==> config.mk <==
export PLATFORM = sky130hd
export DESIGN_NAME = ssc_collector
export DESIGN_NICKNAME = d
export VERILOG_FILES = /design/src/logic/ssc_pkg.sv /design/src/logic/ssc_collector.sv /design/src/logic/ssc_sync2.sv
export SDC_FILE = /design/constraint.sdc
export NUM_CORES = 1
export LEC_CHECK = 0
export BUFFER_PORTS_ARGS = -buffer_cell sky130_fd_sc_hd__buf_2
export CAP_MARGIN = 40
export CORE_MARGIN = 2
export CORE_UTILIZATION = 40
export CTS_CLUSTER_SIZE = 20
export DETAILED_ROUTE_END_ITERATION = 10
export GPL_ROUTABILITY_DRIVEN = 0
export GPL_TIMING_DRIVEN = 0
export PLACE_DENSITY = 0.68
export SYNTH_ARGS = -nofsm -noshare
export SYNTH_HDL_FRONTEND = slang
export SYNTH_SLANG_ARGS = --single-unit
==> constraint.sdc <==
create_clock -name clk_in -period 2 [get_ports clk_in]
set_clock_uncertainty 0.15 [all_clocks]
set_input_delay 0 -clock clk_in [delete_from_list [all_inputs] [get_ports clk_in]]
set_output_delay 0 -clock clk_in [all_outputs]
set_load 0.01 [all_outputs]
==> src/logic/ssc_pkg.sv <==
/*
  Shared constants and types for the SMI status collector: register
  indices, field positions, reset values and the bundles that carry the
  event inputs, the bus request and the collector's state.
  Assumes a 32-bit Avalon-MM register bus with byte addresses.
*/
package ssc_pkg;

  ////////////////////////////////////////////////////////////////////////
  // Register indices, byte address is four times the index
  localparam logic [5:0] IDX_STS_PERIPH = 6'h10;
  localparam logic [5:0] IDX_STS_INPUT = 6'h11;
  localparam logic [5:0] IDX_STS_PINS_LO = 6'h12;
  localparam logic [5:0] IDX_STS_PINS_HI = 6'h13;
  localparam logic [5:0] IDX_EN_PERIPH = 6'h16;
  localparam logic [5:0] IDX_EN_INPUT = 6'h17;
  localparam logic [5:0] IDX_CTRL = 6'h18;

  ////////////////////////////////////////////////////////////////////////
  // Reset values
  localparam logic [7:0] RST_STS_PERIPH = 8'h02;
  localparam logic [7:0] RST_ZERO8 = 8'h00;
  localparam logic [31:0] RST_RDATA = 32'h0000_0000;

  ////////////////////////////////////////////////////////////////////////
  // Field positions
  localparam int POS_PARALLEL = 1;
  localparam int POS_SERIAL2 = 2;
  localparam int POS_SERIAL1 = 3;
  localparam int POS_FLOPPY = 4;
  localparam int POS_MIDI = 5;
  localparam int POS_MOUSE = 0;
  localparam int POS_KEYBOARD = 1;
  localparam int POS_INFRARED = 2;
  localparam int POS_AUX = 4;
  localparam int POS_PME_ROUTE = 5;
  localparam int POS_SERIAL_ROUTE = 6;
  localparam int POS_PIN_ROUTE = 7;
  localparam int POS_PORT_ACTIVE = 0;
  localparam int POS_IR_SELECT = 1;

  // Writable / defined bit masks, everything else reads zero
  localparam logic [7:0] MASK_STS_PERIPH = 8'h3E;
  localparam logic [7:0] MASK_STS_INPUT = 8'h17;
  localparam logic [7:0] MASK_STS_PINS_LO = 8'hF7;
  localparam logic [7:0] MASK_STS_PINS_HI = 8'hFF;
  localparam logic [7:0] MASK_EN_PERIPH = 8'h3E;
  localparam logic [7:0] MASK_EN_INPUT = 8'hF7;
  localparam logic [7:0] MASK_CTRL = 8'h03;

  // Width of the pin bundle passed through the synchroniser
  localparam int SYNC_W = 22;

  ////////////////////////////////////////////////////////////////////////
  // Peripheral events from logic on the same clock, active high levels
  typedef struct packed {
    logic second_serial_event;
    logic first_serial_event;
    logic floppy_event;
    logic midi_port_event;
    logic mouse_event;
    logic keyboard_event;
    logic aux_line_event;
  } ssc_events_t;

  // Avalon-MM request from the master
  typedef struct packed {
    logic read;
    logic write;
    logic [7:0] address;
    logic [31:0] writedata;
    logic [3:0] byteenable;
  } ssc_avs_req_t;

  // Complete state of the collector
  typedef struct packed {
    logic [7:0] sts_periph;
    logic [7:0] sts_input;
    logic [7:0] sts_pins_lo;
    logic [7:0] sts_pins_hi;
    logic [7:0] en_periph;
    logic [7:0] en_input;
    logic [7:0] ctrl;
    logic ir_prev;
    logic waitrequest;
    logic [31:0] readdata;
    logic group_smi;
    logic smi_pin_n;
    logic smi_pin_oe;
    logic smi_serial;
    logic smi_pme;
  } ssc_state_t;

endpackage

==> src/logic/ssc_collector.sv <==
/*
  SMI status collector: four status registers, two enable registers and
  a control register behind an Avalon-MM slave, plus group SMI routing
  to the SMI pin, the serial interrupt stream and the PME logic.
  Assumes peripheral events come from logic on clk_in; printer
  acknowledge, infrared receive, I/O pins and the main resets are pins.
*/
// Behaviour
// - Peripheral status resets to 0x02; bit 1 forced high on every reset kind.
// - Defined peripheral status bits mirror their sources; writes never clear them.
// - Bit 1 reads one while port inactive, else follows printer acknowledge.
// - Bits 2..5 carry second serial, first serial, floppy, MIDI; others reserved.
// - Input status bit 0 mouse, bit 1 keyboard, both mirror their sources.
// - Input status bit 2 set by any edge on selected infrared receive input.
// - Reading input status clears infrared bit; later edges set it again.
// - Input status bit 4 latches aux line event; write one clears, zero keeps.
// - Clearing aux status leaves the aux event itself untouched.
// - Pin status bits latch pin events, cleared only by writing one.
// - Pin registers map pins 20-22,24-26,60 and 30-33,41-43,61 in order.
// - A status bit reaches group SMI only when its enable bit is one.
// - Group SMI drives the SMI pin only while enable bit 7 is set.
// - Group SMI goes to the serial stream only while enable bit 6 set.
`timescale 1ns/1ps

module ssc_collector (
  input wire logic clk_in, // 125 MHz system clock
  input wire logic reset_n_in, // Standby power-on reset, active low
  input wire logic main_power_reset_in, // Main power-on reset, active high
  input wire logic hard_reset_in, // Hard reset, active high
  input wire logic soft_reset_in, // Soft reset, active high
  input wire ssc_pkg::ssc_events_t events_in, // Peripheral event levels
  input wire logic printer_acknowledge_in, // Printer acknowledge pin level
  input wire logic infrared_receive_a_in, // First infrared receive pin
  input wire logic infrared_receive_b_in, // Second infrared receive pin
  input wire logic [7:0] io_pins_low_in, // Pins 20,21,22,-,24,25,26,60
  input wire logic [7:0] io_pins_high_in, // Pins 30..33,41,42,43,61
  input wire ssc_pkg::ssc_avs_req_t avs_req_in, // Avalon-MM request
  output logic [31:0] avs_readdata_out, // Avalon-MM read data
  output logic avs_waitrequest_out, // Avalon-MM wait request
  output logic smi_output_pin_n_out, // SMI pin level, active low
  output logic smi_output_pin_oe_out, // SMI pin output enable
  output logic smi_serial_request_out, // Group SMI onto serial stream
  output logic smi_pme_request_out // Group SMI into PME logic
);

  ////////////////////////////////////////////////////////////////////////
  // Pin synchronisation
  logic [ssc_pkg::SYNC_W-1:0] raw_pins;
  logic [ssc_pkg::SYNC_W-1:0] sync_pins;
  logic ack_s;
  logic ir_a_s;
  logic ir_b_s;
  logic any_reset_s;
  logic [7:0] pins_lo_s;
  logic [7:0] pins_hi_s;

  assign raw_pins = {main_power_reset_in, hard_reset_in, soft_reset_in,
                     printer_acknowledge_in, infrared_receive_a_in,
                     infrared_receive_b_in, io_pins_low_in, io_pins_high_in};

  ssc_sync2 #(
    .WIDTH(ssc_pkg::SYNC_W)
  ) u_sync (
    .clk_in(clk_in),
    .reset_n_in(reset_n_in),
    .async_in(raw_pins),
    .sync_out(sync_pins)
  );

  // Unpack the synchronised bundle
  assign any_reset_s = |sync_pins[21:19];
  assign ack_s = sync_pins[18];
  assign ir_a_s = sync_pins[17];
  assign ir_b_s = sync_pins[16];
  assign pins_lo_s = sync_pins[15:8];
  assign pins_hi_s = sync_pins[7:0];

  ////////////////////////////////////////////////////////////////////////
  // Helpers
  // Latch with write-one clear; a set in the clear cycle wins
  function automatic logic [7:0] w1c(input logic [7:0] cur, input logic [7:0] set,
                                     input logic [7:0] clr);
    w1c = (cur & ~clr) | set;
  endfunction

  // Read mux, unmapped indices return zero
  function automatic logic [7:0] read_mux(input logic [5:0] idx,
                                          input ssc_pkg::ssc_state_t s);
    case (idx)
      ssc_pkg::IDX_STS_PERIPH: read_mux = s.sts_periph;
      ssc_pkg::IDX_STS_INPUT: read_mux = s.sts_input;
      ssc_pkg::IDX_STS_PINS_LO: read_mux = s.sts_pins_lo;
      ssc_pkg::IDX_STS_PINS_HI: read_mux = s.sts_pins_hi;
      ssc_pkg::IDX_EN_PERIPH: read_mux = s.en_periph;
      ssc_pkg::IDX_EN_INPUT: read_mux = s.en_input;
      ssc_pkg::IDX_CTRL: read_mux = s.ctrl;
      default: read_mux = ssc_pkg::RST_ZERO8;
    endcase
  endfunction

  ssc_pkg::ssc_state_t q_ff;
  ssc_pkg::ssc_state_t nxt_q;
  logic ir_sel;
  logic ir_edge;
  logic rd_acc;
  logic wr_acc;
  logic [5:0] idx;
  logic [7:0] wd;
  logic [7:0] ir_clr;
  logic [7:0] aux_clr;
  logic [7:0] ir_next;
  logic [7:0] aux_next;

  ////////////////////////////////////////////////////////////////////////
  // Infrared select happens before edge detection
  assign ir_sel = q_ff.ctrl[ssc_pkg::POS_IR_SELECT] ? ir_b_s : ir_a_s;
  assign ir_edge = ir_sel ^ q_ff.ir_prev;

  // Bus accept is the edge where waitrequest is seen low
  assign idx = avs_req_in.address[7:2];
  assign rd_acc = avs_req_in.read && !q_ff.waitrequest;
  assign wr_acc = avs_req_in.write && !q_ff.waitrequest && avs_req_in.byteenable[0];
  assign wd = avs_req_in.writedata[7:0];

  // Read clears only the infrared bit that was actually returned
  assign ir_clr = (rd_acc && idx == ssc_pkg::IDX_STS_INPUT) ?
                  (q_ff.readdata[7:0] & 8'h04) : 8'h00;
  assign aux_clr = (wr_acc && idx == ssc_pkg::IDX_STS_INPUT) ?
                   (wd & 8'h10) : 8'h00;

  // Latched input bits; a function result cannot be indexed, so name it
  assign ir_next = w1c(q_ff.sts_input, {5'h00, ir_edge, 2'h0}, ir_clr);
  assign aux_next = w1c(q_ff.sts_input, {3'h0, events_in.aux_line_event, 4'h0},
                        aux_clr);

  ////////////////////////////////////////////////////////////////////////
  // Next-state logic
  always_comb
  begin
    nxt_q = q_ff;
    nxt_q.ir_prev = ir_sel;
    // Bus handshake: one wait cycle, data stands when waitrequest drops
    if ((avs_req_in.read || avs_req_in.write) && q_ff.waitrequest)
    begin
      nxt_q.waitrequest = 1'b0;
      nxt_q.readdata = {24'h00_0000, read_mux(idx, q_ff)};
    end
    else
    begin
      nxt_q.waitrequest = 1'b1;
    end
    // Live mirrors, no write path at all
    nxt_q.sts_periph = 8'h00;
    nxt_q.sts_periph[ssc_pkg::POS_PARALLEL] = any_reset_s ||
      !q_ff.ctrl[ssc_pkg::POS_PORT_ACTIVE] || ack_s;
    nxt_q.sts_periph[ssc_pkg::POS_SERIAL2] = events_in.second_serial_event;
    nxt_q.sts_periph[ssc_pkg::POS_SERIAL1] = events_in.first_serial_event;
    nxt_q.sts_periph[ssc_pkg::POS_FLOPPY] = events_in.floppy_event;
    nxt_q.sts_periph[ssc_pkg::POS_MIDI] = events_in.midi_port_event;
    // Input devices: mirrors, read-clear edge latch, write-one-clear latch
    nxt_q.sts_input = 8'h00;
    nxt_q.sts_input[ssc_pkg::POS_MOUSE] = events_in.mouse_event;
    nxt_q.sts_input[ssc_pkg::POS_KEYBOARD] = events_in.keyboard_event;
    nxt_q.sts_input[ssc_pkg::POS_INFRARED] = ir_next[ssc_pkg::POS_INFRARED];
    nxt_q.sts_input[ssc_pkg::POS_AUX] = aux_next[ssc_pkg::POS_AUX];
    // Pin latches, reserved bit masked
    nxt_q.sts_pins_lo = w1c(q_ff.sts_pins_lo, pins_lo_s,
      (wr_acc && idx == ssc_pkg::IDX_STS_PINS_LO) ? wd : 8'h00)
      & ssc_pkg::MASK_STS_PINS_LO;
    nxt_q.sts_pins_hi = w1c(q_ff.sts_pins_hi, pins_hi_s,
      (wr_acc && idx == ssc_pkg::IDX_STS_PINS_HI) ? wd : 8'h00)
      & ssc_pkg::MASK_STS_PINS_HI;
    // Enable and control writes
    if (wr_acc && idx == ssc_pkg::IDX_EN_PERIPH)
    begin
      nxt_q.en_periph = wd & ssc_pkg::MASK_EN_PERIPH;
    end
    if (wr_acc && idx == ssc_pkg::IDX_EN_INPUT)
    begin
      nxt_q.en_input = wd & ssc_pkg::MASK_EN_INPUT;
    end
    if (wr_acc && idx == ssc_pkg::IDX_CTRL)
    begin
      nxt_q.ctrl = wd & ssc_pkg::MASK_CTRL;
    end
    // Group SMI from enabled status; routes lag it by one cycle
    nxt_q.group_smi = |(q_ff.sts_periph & q_ff.en_periph) |
      |(q_ff.sts_input & q_ff.en_input & ssc_pkg::MASK_STS_INPUT);
    nxt_q.smi_pin_oe = q_ff.en_input[ssc_pkg::POS_PIN_ROUTE];
    nxt_q.smi_pin_n = !(q_ff.group_smi && q_ff.en_input[ssc_pkg::POS_PIN_ROUTE]);
    nxt_q.smi_serial = q_ff.group_smi && q_ff.en_input[ssc_pkg::POS_SERIAL_ROUTE];
    nxt_q.smi_pme = q_ff.group_smi && q_ff.en_input[ssc_pkg::POS_PME_ROUTE];
  end

  ////////////////////////////////////////////////////////////////////////
  // State register
  always_ff @(posedge clk_in or negedge reset_n_in)
  begin
    if (!reset_n_in)
    begin
      q_ff.sts_periph <= ssc_pkg::RST_STS_PERIPH;
      q_ff.sts_input <= ssc_pkg::RST_ZERO8;
      q_ff.sts_pins_lo <= ssc_pkg::RST_ZERO8;
      q_ff.sts_pins_hi <= ssc_pkg::RST_ZERO8;
      q_ff.en_periph <= ssc_pkg::RST_ZERO8;
      q_ff.en_input <= ssc_pkg::RST_ZERO8;
      q_ff.ctrl <= ssc_pkg::RST_ZERO8;
      q_ff.ir_prev <= 1'b0;
      q_ff.waitrequest <= 1'b1;
      q_ff.readdata <= ssc_pkg::RST_RDATA;
      q_ff.group_smi <= 1'b0;
      q_ff.smi_pin_n <= 1'b1;
      q_ff.smi_pin_oe <= 1'b0;
      q_ff.smi_serial <= 1'b0;
      q_ff.smi_pme <= 1'b0;
    end
    else
    begin
      q_ff <= nxt_q;
    end
  end

  // Outputs straight from the state register
  assign avs_readdata_out = q_ff.readdata;
  assign avs_waitrequest_out = q_ff.waitrequest;
  assign smi_output_pin_n_out = q_ff.smi_pin_n;
  assign smi_output_pin_oe_out = q_ff.smi_pin_oe;
  assign smi_serial_request_out = q_ff.smi_serial;
  assign smi_pme_request_out = q_ff.smi_pme;

  ////////////////////////////////////////////////////////////////////////
  // Checks
  // Sources gathered into plain signals so that $past sees a signal
  logic [3:0] chk_periph_src;
  logic [1:0] chk_input_src;
  logic chk_group_src;
  assign chk_periph_src = {events_in.midi_port_event, events_in.floppy_event,
                           events_in.first_serial_event, events_in.second_serial_event};
  assign chk_input_src = {events_in.keyboard_event, events_in.mouse_event};
  assign chk_group_src = |(q_ff.sts_periph & q_ff.en_periph) |
                         |(q_ff.sts_input & q_ff.en_input & ssc_pkg::MASK_STS_INPUT);
endmodule

==> src/logic/ssc_sync2.sv <==
/*
  Two flip-flop synchroniser for a bundle of asynchronous levels.
  Assumes each bit is an independent level; no bundle coherence.
*/
`timescale 1ns/1ps

module ssc_sync2 #(
  parameter int WIDTH = 1
) (
  input wire logic clk_in, // System clock
  input wire logic reset_n_in, // Async reset, active low
  input wire logic [WIDTH-1:0] async_in, // Levels from outside the domain
  output logic [WIDTH-1:0] sync_out // Synchronised levels
);

  logic [WIDTH-1:0] meta_ff;
  logic [WIDTH-1:0] sync_ff;

  ////////////////////////////////////////////////////////////////////////
  // First stage feeds only the second
  always_ff @(posedge clk_in or negedge reset_n_in)
  begin
    if (!reset_n_in)
    begin
      meta_ff <= '0;
      sync_ff <= '0;
    end
    else
    begin
      meta_ff <= async_in;
      sync_ff <= meta_ff;
    end
  end

  assign sync_out = sync_ff;

endmodule

* After elaboration in Yosys (flattened, before gate mapping) *
Cells that the tools add are included.

operators by class
  bitwise operators = 16
  reduce and logical (&&, ||, !) cells = 23
  eq/ne operators = 7
  muxes and demuxes = 7

operator list
  cell                                                             count
  8-bit case mux with 7 select lines                               1
  6-bit by 5-bit == test with 1-bit output, second input constant  7
  8-bit bitwise AND                                                2
  8-bit 2-to-1 mux                                                 2
  8-bit inverter                                                   2
  8-bit OR                                                         2
  1-bit logical AND                                                14
  5-bit bitwise AND                                                2
  8-bit OR reduction                                               1
  6-bit bitwise AND                                                1
  5-bit 2-to-1 mux                                                 1
  5-bit inverter                                                   1
  5-bit OR                                                         1
  4-bit OR reduction                                               1
  3-bit bitwise AND                                                1
  1-bit zero test                                                  3
  1-bit logical OR                                                 3
  3-bit 2-to-1 mux                                                 1
  3-bit inverter                                                   1
  3-bit OR                                                         1
  3-bit OR reduction                                               1
  1-bit 2-to-1 mux                                                 2
  1-bit OR                                                         1
  1-bit bitwise XOR                                                1

storage, ports and cells
  input bits = 77
  output and inout bits = 37
  word-level logic and storage cells = 70
  flip-flop bits (word level) = 97

* Depth between registers and ports, before layout *
Gate-level depths: netlist of the first run.

  word-level depth = 8
  depth in mapped cells = 7

* Cells and area by module *
A second synthesis of the first run with hierarchy kept.

second synthesis, totals
  cells, all modules = 260
  area total of the unflattened synthesis = 3643.5 µm²

by module, submodules not included
  module         instances  cells an instance  area an instance (µm²)  sequential area each (µm²)
  ssc_collector  1          216                2542.4                  1330.0
  ssc_sync2      1          44                 1101.1                  1101.1

* Least setup slack after synthesis of the first run *
No wires, ideal clock.

  path kind = register to register
  start = reg q_ff (netlist bit avs_waitrequest_out)
  end = reg q_ff (netlist bit nxt_q[2])
  library setup time = 0.125 ns
  period minus slack after synthesis = 1.678 ns
  stages on the path, launching flop included = 4
  path buffers = 0
  path slack = 0.322 ns
  data arrival time = 1.403 ns
  cells stage by stage = dfstp_2 nand3b_1 nor3_4 mux2_2

on the way
  longest elaborated chain between the ends = 4

RTL lines
  item                             line                  text
  start: declaration               ssc_collector.sv:101  ssc_pkg::ssc_state_t q_ff;
  start signal: assignment         ssc_collector.sv:219  q_ff <= nxt_q;
  1-bit zero test                  ssc_collector.sv:122  assign wr_acc = avs_req_in.write && !q_ff.waitrequest && avs_req_in.byteenable[0];
  1-bit logical AND (2 in series)  ssc_collector.sv:122
  1-bit logical AND                ssc_collector.sv:178  if (wr_acc && idx == ssc_pkg::IDX_EN_INPUT)

Every way passes these cells.
A chain may end at the register's enable or synchronous reset.

* Worst setup path in the final report of the first run *
  start = in avs_req_in[38] in the netlist's numbering
  end = reg q_ff (netlist bit avs_readdata_out[2])

on the way
  longest elaborated chain between the ends = 2

RTL lines
  item                                      line                 text
  start: declaration                        ssc_collector.sv:37  input wire ssc_pkg::ssc_avs_req_t avs_req_in,
  6-bit by 5-bit == test with 1-bit output  ssc_collector.sv:89  case (idx)
  8-bit case mux with 7 select lines *      ssc_collector.sv:89

Mark *: on every way between the ends. The rest lies on a longest branch, timed or not.

==> flow_metrics.tcl, run 1 <==
set metrics [dict create \
    ys_warn_count 0 \
    start_util 0.407 \
    rr_startpoint "avs_waitrequest_out" \
    ios 114 \
    pwr-share-clk 0.337 \
    wl_per_cell_um 14.0 \
    worst_slew_pin_slew_ns 0.695 \
    switching_share 0.259 \
    hold_depth 5 \
    slowest_delay_ns 0.56 \
    rsz0062_at_grt "false" \
    place_area_sq_mm 0.00425 \
    dp_hpwl_mm 5.15 \
    grt_util_all_layers 0.160 \
    critPathMaxFanout 10 \
    core.rowCount 35 \
    fill_cells 773 \
    maxCapViolCount 0 \
    cts.repair.resized 0 \
    peakVddDrop_mv 0.468 \
    cp.buffers_inverters 3 \
    drv_slew 0 \
    cp-startpoint "avs_req_in[38]" \
    synthArstFlopShare 1.00 \
    crit_path_cell_trace "dlygate4sd3_1, buf_2, buf_4, and4b_1, and3_1, a2111oi_0, o21ai_1" \
    cts_tree "built" \
    multi_input_area_sq_mm 0.00110 \
    hold_path_class "input port to flip-flop" \
    cts.clk_slew.worst_paths_ns 0.10 \
    cp-endpoint "avs_readdata_out[2]" \
    wl_mm 7.54 \
    start_kind "input port" \
    comb_power_share 0.099 \
    max_slew_margin 0.525 \
    p_sw_mw 0.934 \
    via_per_inst 4.64 \
    fmax_ghz 0.541 \
    antenna_found_initial 0 \
    powerDensity_mw_per_mm2 728 \
    htreeDepth 3 \
    root_buffer "clkbuf_8" \
    syn2layout_area_growth_pct 33.9 \
    drc_errors 0 \
    diodes 0 \
    hold_viol 0 \
    ys.flop_type "dfrtp_1" \
    ys_ff_latch 95 \
    cts_sinks 95 \
    yosysUniqueCellTypes 43 \
    finalCritPeriodShare 0.924 \
    status "finished, final reports clean" \
    grt_max_degree 72 \
    antenna_left 0 \
    final_common_cell "dfrtp_1" \
    power.leakage_nw 2.32 \
    coreArea_sq_mm 0.00911 \
    p_int_mw 2.68 \
    yosysSeqAreaShare 0.643 \
    fin_crit_ns 1.85 \
    area.sequential_sq_mm 0.00238 \
    grt_pass1_vias 2411 \
    fp.dieW_um 100 \
    numPortBuffers 58 \
    syn_inst 280 \
    reg2reg_slack_ns 0.20 \
    crit_type "input port to flip-flop" \
    grt_pass1_wl_mm 12.0 \
    numCtsBuffers 9 \
    die_h_um 100 \
    crit_family "buffers and inverters" \
    drtIter0Drc 207 \
    synth_area_leader_cell "dfrtp_1" \
    rr_worst_depth 5 \
    design_area_sq_mm 0.00496 \
    synth_top_area_frac 0.622 \
    first_pass_iters 4 \
    worstSetupEndpointType "flip-flop" \
    insertion_delay_ns 0.36 \
    critPathSlowestCell "a2111oi_0" \
    gr-total-overflow 0 \
    die_area_sq_mm 0.0100 \
    path_depth 7 \
    synth-edff-count 0 \
    nets 501 \
    clockBufferDepth 2 \
    avgSynthCellArea_sq_um 13.2 \
    final_layout_size_suffix_gt1_frac 0.340 \
    syn_area_sq_mm 0.00370 \
    crit_arrival_ns 1.93 \
    final_cell_mix "92 x dfrtp_1, 60 x buf_2, 46 x dlygate4sd3_1, 39 x buf_4, 27 x nand2_1" \
    synthTopCellsByArea "dfrtp_1 62%, buf_4 6.9%, mux2_2 4.9%" \
    seqPwrFrac 0.564 \
    setup_viol 0 \
    post-route-util 0.544 \
    reg2reg_to "q_ff[69]" \
    vias 2505 \
    crit_required_ns 2.08 \
]
-- kinds of logic (layout without fill, tap and decap cells) --
logic type,count (synthesis),count (layout),synth area share
flops,95,95,0.643
other cells,1,24,0.00101
buf+inv,42,168,0.0821
compound gates,44,44,0.0845
mux,25,25,0.0730
simple gates,72,72,0.114
xor+xnor,1,1,0.00237
-- registers in the layout, indices dropped and copies added (netlist names), 8 cells and up --
| register | flops |
|---|---|
| q_ff | 39 |
| u_sync.sync_out | 21 |
| u_sync.meta_ff | 21 |
| avs_readdata_out | 8 |
-- worst min-delay path by stage --
stage                     slack (ns)                start                   to
final                           0.03       avs_req_in[43]  avs_readdata_out[6]
after global placement         -0.04  main_power_reset_in   u_sync.meta_ff[21]
after global routing            0.03       avs_req_in[41]             q_ff[73]
after CTS                      0.004       avs_req_in[43]  avs_readdata_out[6]
after floorplan                -0.45           reset_n_in  avs_readdata_out[0]
after detailed placement       -0.23           reset_n_in    u_sync.meta_ff[5]
-- final cells by class --
cell class / instances / area share
multi-input cells: 166 / 0.223
well taps: 111 / 0.0280
clock buffers: 9 / 0.0250
clock inverters: 7 / 0.0159
repair buffers: 110 / 0.167
inverters: 2 / 0.00151
flip-flops and latches: 95 / 0.480
plain buffers: 40 / 0.0598
-- worst min-delay path, stage by stage --
cell and delay, ns:
buf_2 0.12, nand4b_1 0.14, nor3_1 0.06, a21oi_1 0.11, o21ai_0 0.08
-- power groups by stage --
stage	logic [mW]	clock network, mW	registers, mW
2_1_floorplan	0.154	0	2.06
3_3_place_gp	0.271	0	2.07
3_5_place_dp	0.282	0	2.07
4_1_cts	0.352	1.26	2.03
5_1_grt	0.392	1.35	2.04
6_report	0.356	1.22	2.04
-- routing by layer --
metal	track usage	vias to the layer above	part of all wire
li1	-	1217	-
met3	0.0529	12	0.070
met4	0.0537	0	0.016
met1	0.205	1180	0.43
met5	0	-	0
met2	0.256	96	0.48
-- synth_stat cells, types with 2 or more instances --
cell type / n
a2111oi_0: 2
a21o_1: 17
a21oi_1: 5
a221oi_1: 3
a22oi_1: 2
a32oi_1: 3
and2_1: 2
and3_1: 6
buf_2: 3
buf_4: 34
buf_6: 2
dfrtp_1: 92
dfstp_2: 3
inv_1: 2
mux2_2: 16
mux2i_1: 9
nand2_1: 27
nand3_1: 4
nand3b_1: 3
nor2_1: 5
nor3_1: 10
nor4_1: 2
nor4_4: 2
o21ai_0: 6
o21ai_1: 2
-- metrics by stage --
stage	setup slack, ns	hold WS (ns)	setup TNS [ns]	instances	power [mW]
final	0.151	0.0252	0	540	3.61
after global routing	0.114	0.0296	0	540	3.79
after CTS	0.00504	0.00434	0	535	3.64
after detailed placement	0.0645	-0.231	0	473	2.35
after global placement	-0.00717	-0.0426	-0.377	472	2.34
after floorplan	0.322	-0.446	0	303	2.21
-- repair_timing --
action                     in CTS  in global routing
hold buffers                   46                  0
hold endpoints to repair      155                  0
setup buffers                   0                  4
setup endpoints to repair       0                 13
Power figures use the tool's default switching activity.
==> inputs of run 2 (changes only) <==
- ABC_AREA: not set -> 1
==> run 2 against run 1 <==
Compared with the run above:
- cell count is 14% higher
- core utilization is 0.85 points lower
- sequential power hardly changed
- critical path type unchanged
- register-to-register slack barely moved
- sequential share of layout area up 0.53 points
- total power increased by 0.76%
- non-clock buffer count is 14 lower
- synthesized cell count up 30%
- critical path depth increased by 1
- cell area down 1.1%
==> flow_metrics.tcl, run 2 <==
set metrics [dict create \
    status "finished, final reports clean" \
    finalCritPeriodShare 0.927 \
    insertion_delay_ns 0.35 \
    grt_util_all_layers 0.158 \
    ys_ff_latch 95 \
    antenna_found_initial 0 \
    cp_common_cell "dlygate4sd3_1" \
    whs_ns 0.0228 \
    cts.clk_slew.worst_paths_ns 0.09 \
    gr-total-overflow 0 \
    coreArea_sq_mm 0.00915 \
    synth_area_leader_cell "dfrtp_1" \
    place_area_sq_mm 0.00428 \
    final_common_cell "nand2_1" \
    syn2layout_area_growth_pct 31.4 \
    numCtsBuffers 9 \
    tns_ns 0 \
    synth-edff-count 0 \
    crit_required_ns 2.09 \
    wl_per_cell_um 12.0 \
    top_register "q_ff" \
    start_util 0.408 \
    yosysSeqAreaShare 0.638 \
    fmax_ghz 0.539 \
    critPathSlowestCell "dlygate4sd3_1" \
    cts_tree "built" \
    design_area_sq_mm 0.00490 \
    fp.dieW_um 101 \
    powerDensity_mw_per_mm2 742 \
    cp.buffers_inverters 4 \
    power_mw 3.64 \
    dp_hpwl_mm 5.18 \
    root_buffer "clkbuf_8" \
    drv_slew 0 \
    synth_most_common_cell "nand2_1" \
    max_slew_margin 0.628 \
    htreeDepth 3 \
    diodes 0 \
    crit_family "buffers and inverters" \
    yosys-top-cells-count "93 x nand2_1, 92 x dfrtp_1, 38 x inv_1" \
    crit_arrival_ns 1.94 \
    cts_sinks 95 \
    die_area_sq_mm 0.0101 \
    worst_slew_pin_slew_ns 0.558 \
    grt_max_degree 52 \
    antenna_left 0 \
    place_inst 558 \
    vias 2683 \
    avgSynthCellArea_sq_um 10.3 \
    power.leakage_nw 2.50 \
    fin_crit_ns 1.85 \
    worstSetupEndpointType "flip-flop" \
    final_cell_mix "93 x nand2_1, 92 x dfrtp_1, 59 x buf_2, 42 x dlygate4sd3_1, 37 x inv_1" \
    first_pass_iters 6 \
    setup_slack_ns 0.146 \
    synth_top_area_frac 0.617 \
    via_per_inst 4.36 \
    crit_path_cell_trace "dlygate4sd3_1, buf_2, inv_1, nand2_1, nor2_4, nand4_1, a21o_1, dlygate4sd3_1" \
    core.rowCount 35 \
    final_layout_size_suffix_gt1_frac 0.277 \
    rsz0062_at_grt "false" \
    maxCapViolCount 0 \
    slowest_delay_ns 0.56 \
    clockBufferDepth 2 \
    ys_warn_count 0 \
    syn_inst 364 \
    drc_errors 0 \
    setup_viol 0 \
    post-route-util 0.536 \
    drtIter0Drc 192 \
    nets 577 \
    grt_pass1_wl_mm 12.3 \
    final_cells 616 \
    wl_mm 7.38 \
    critPathMaxFanout 9 \
    yosysUniqueCellTypes 25 \
    start_kind "input port" \
    hold_viol 0 \
    ys.flop_type "dfrtp_1" \
    pre_cts_ws_ns 0.469 \
    grt_pass1_vias 2654 \
    crit_type "input port to flip-flop" \
    syn_area_sq_mm 0.00373 \
    peakVddDrop_mv 0.479 \
    die_h_um 101 \
    synthTopCellsByArea "dfrtp_1 62%, nand2_1 9.4%, buf_4 6.4%" \
    hold_path_class "input port to async pin" \
    largest_register_ffs 39 \
    numPortBuffers 59 \
    synthArstFlopShare 1.00 \
    ios 114 \
]
==> run 2: where the power goes <==
group | leakage, nW | internal (mW) | switching, mW
logic | 1.29 | 0.173 | 0.187
clock network | 0.0945 | 0.590 | 0.648
registers | 1.11 | 2.00 | 0.0376
==> run 2: path summary, 6_finish.rpt <==
check	from	endpoint	slack, ns	depth (start not counted)
hold / removal	reset_n_in	u_sync.meta_ff[18]	0.02	2
hold reg to reg	u_sync.meta_ff[16]	u_sync.sync_out[16]	0.20	0
min in group clk_in	avs_req_in[44]	avs_readdata_out[4]	0.04	5
setup / recovery	avs_req_in[41]	q_ff[83]	0.15	8
max in group asynchronous	reset_n_in	smi_output_pin_n_out	0.99	3
setup reg to reg	avs_waitrequest_out	q_ff[83]	0.20	6
==> run 2: layer usage <==
metal  vias to the layer above  global-route usage  part of all wire  routed length (um)
met5                         -                   0                 0                   0
met4                         0              0.0864             0.024                 178
li1                       1361                   -                 -                   -
met3                        18              0.0264             0.058                 429
met2                        96               0.258              0.49                3580
met1                      1208               0.200              0.43                3180
==> run 2: cell families after synthesis <==
group | after synthesis | synth area share
muxes | 1 | 0.00302
other | 1 | 0.00100
buffers and inverters | 75 | 0.110
xor gates and xnor gates | 1 | 0.00235
DFF | 95 | 0.638
AOI/OAI and AO/OA | 37 | 0.0603
and+or+nand+nor | 154 | 0.185
==> run 2: layout make-up <==
type,instances,area (sq um)
inverters,41,154
clock inverters,5,63.8
flip-flops and latches,95,2380
repair buffers,102,746
multi-input cells,217,1030
fillers,836,4250
plain buffers,34,256
well taps,111,139
clock buffers,11,131
==> run 2: what timing repair did <==
item | CTS | global route
endpoints found under the hold margin | 159 | 0
buffers inserted | 0 | 0
hold buffers | 42 | 0
gates resized for setup | 0 | 2
setup endpoints to repair | 0 | 1
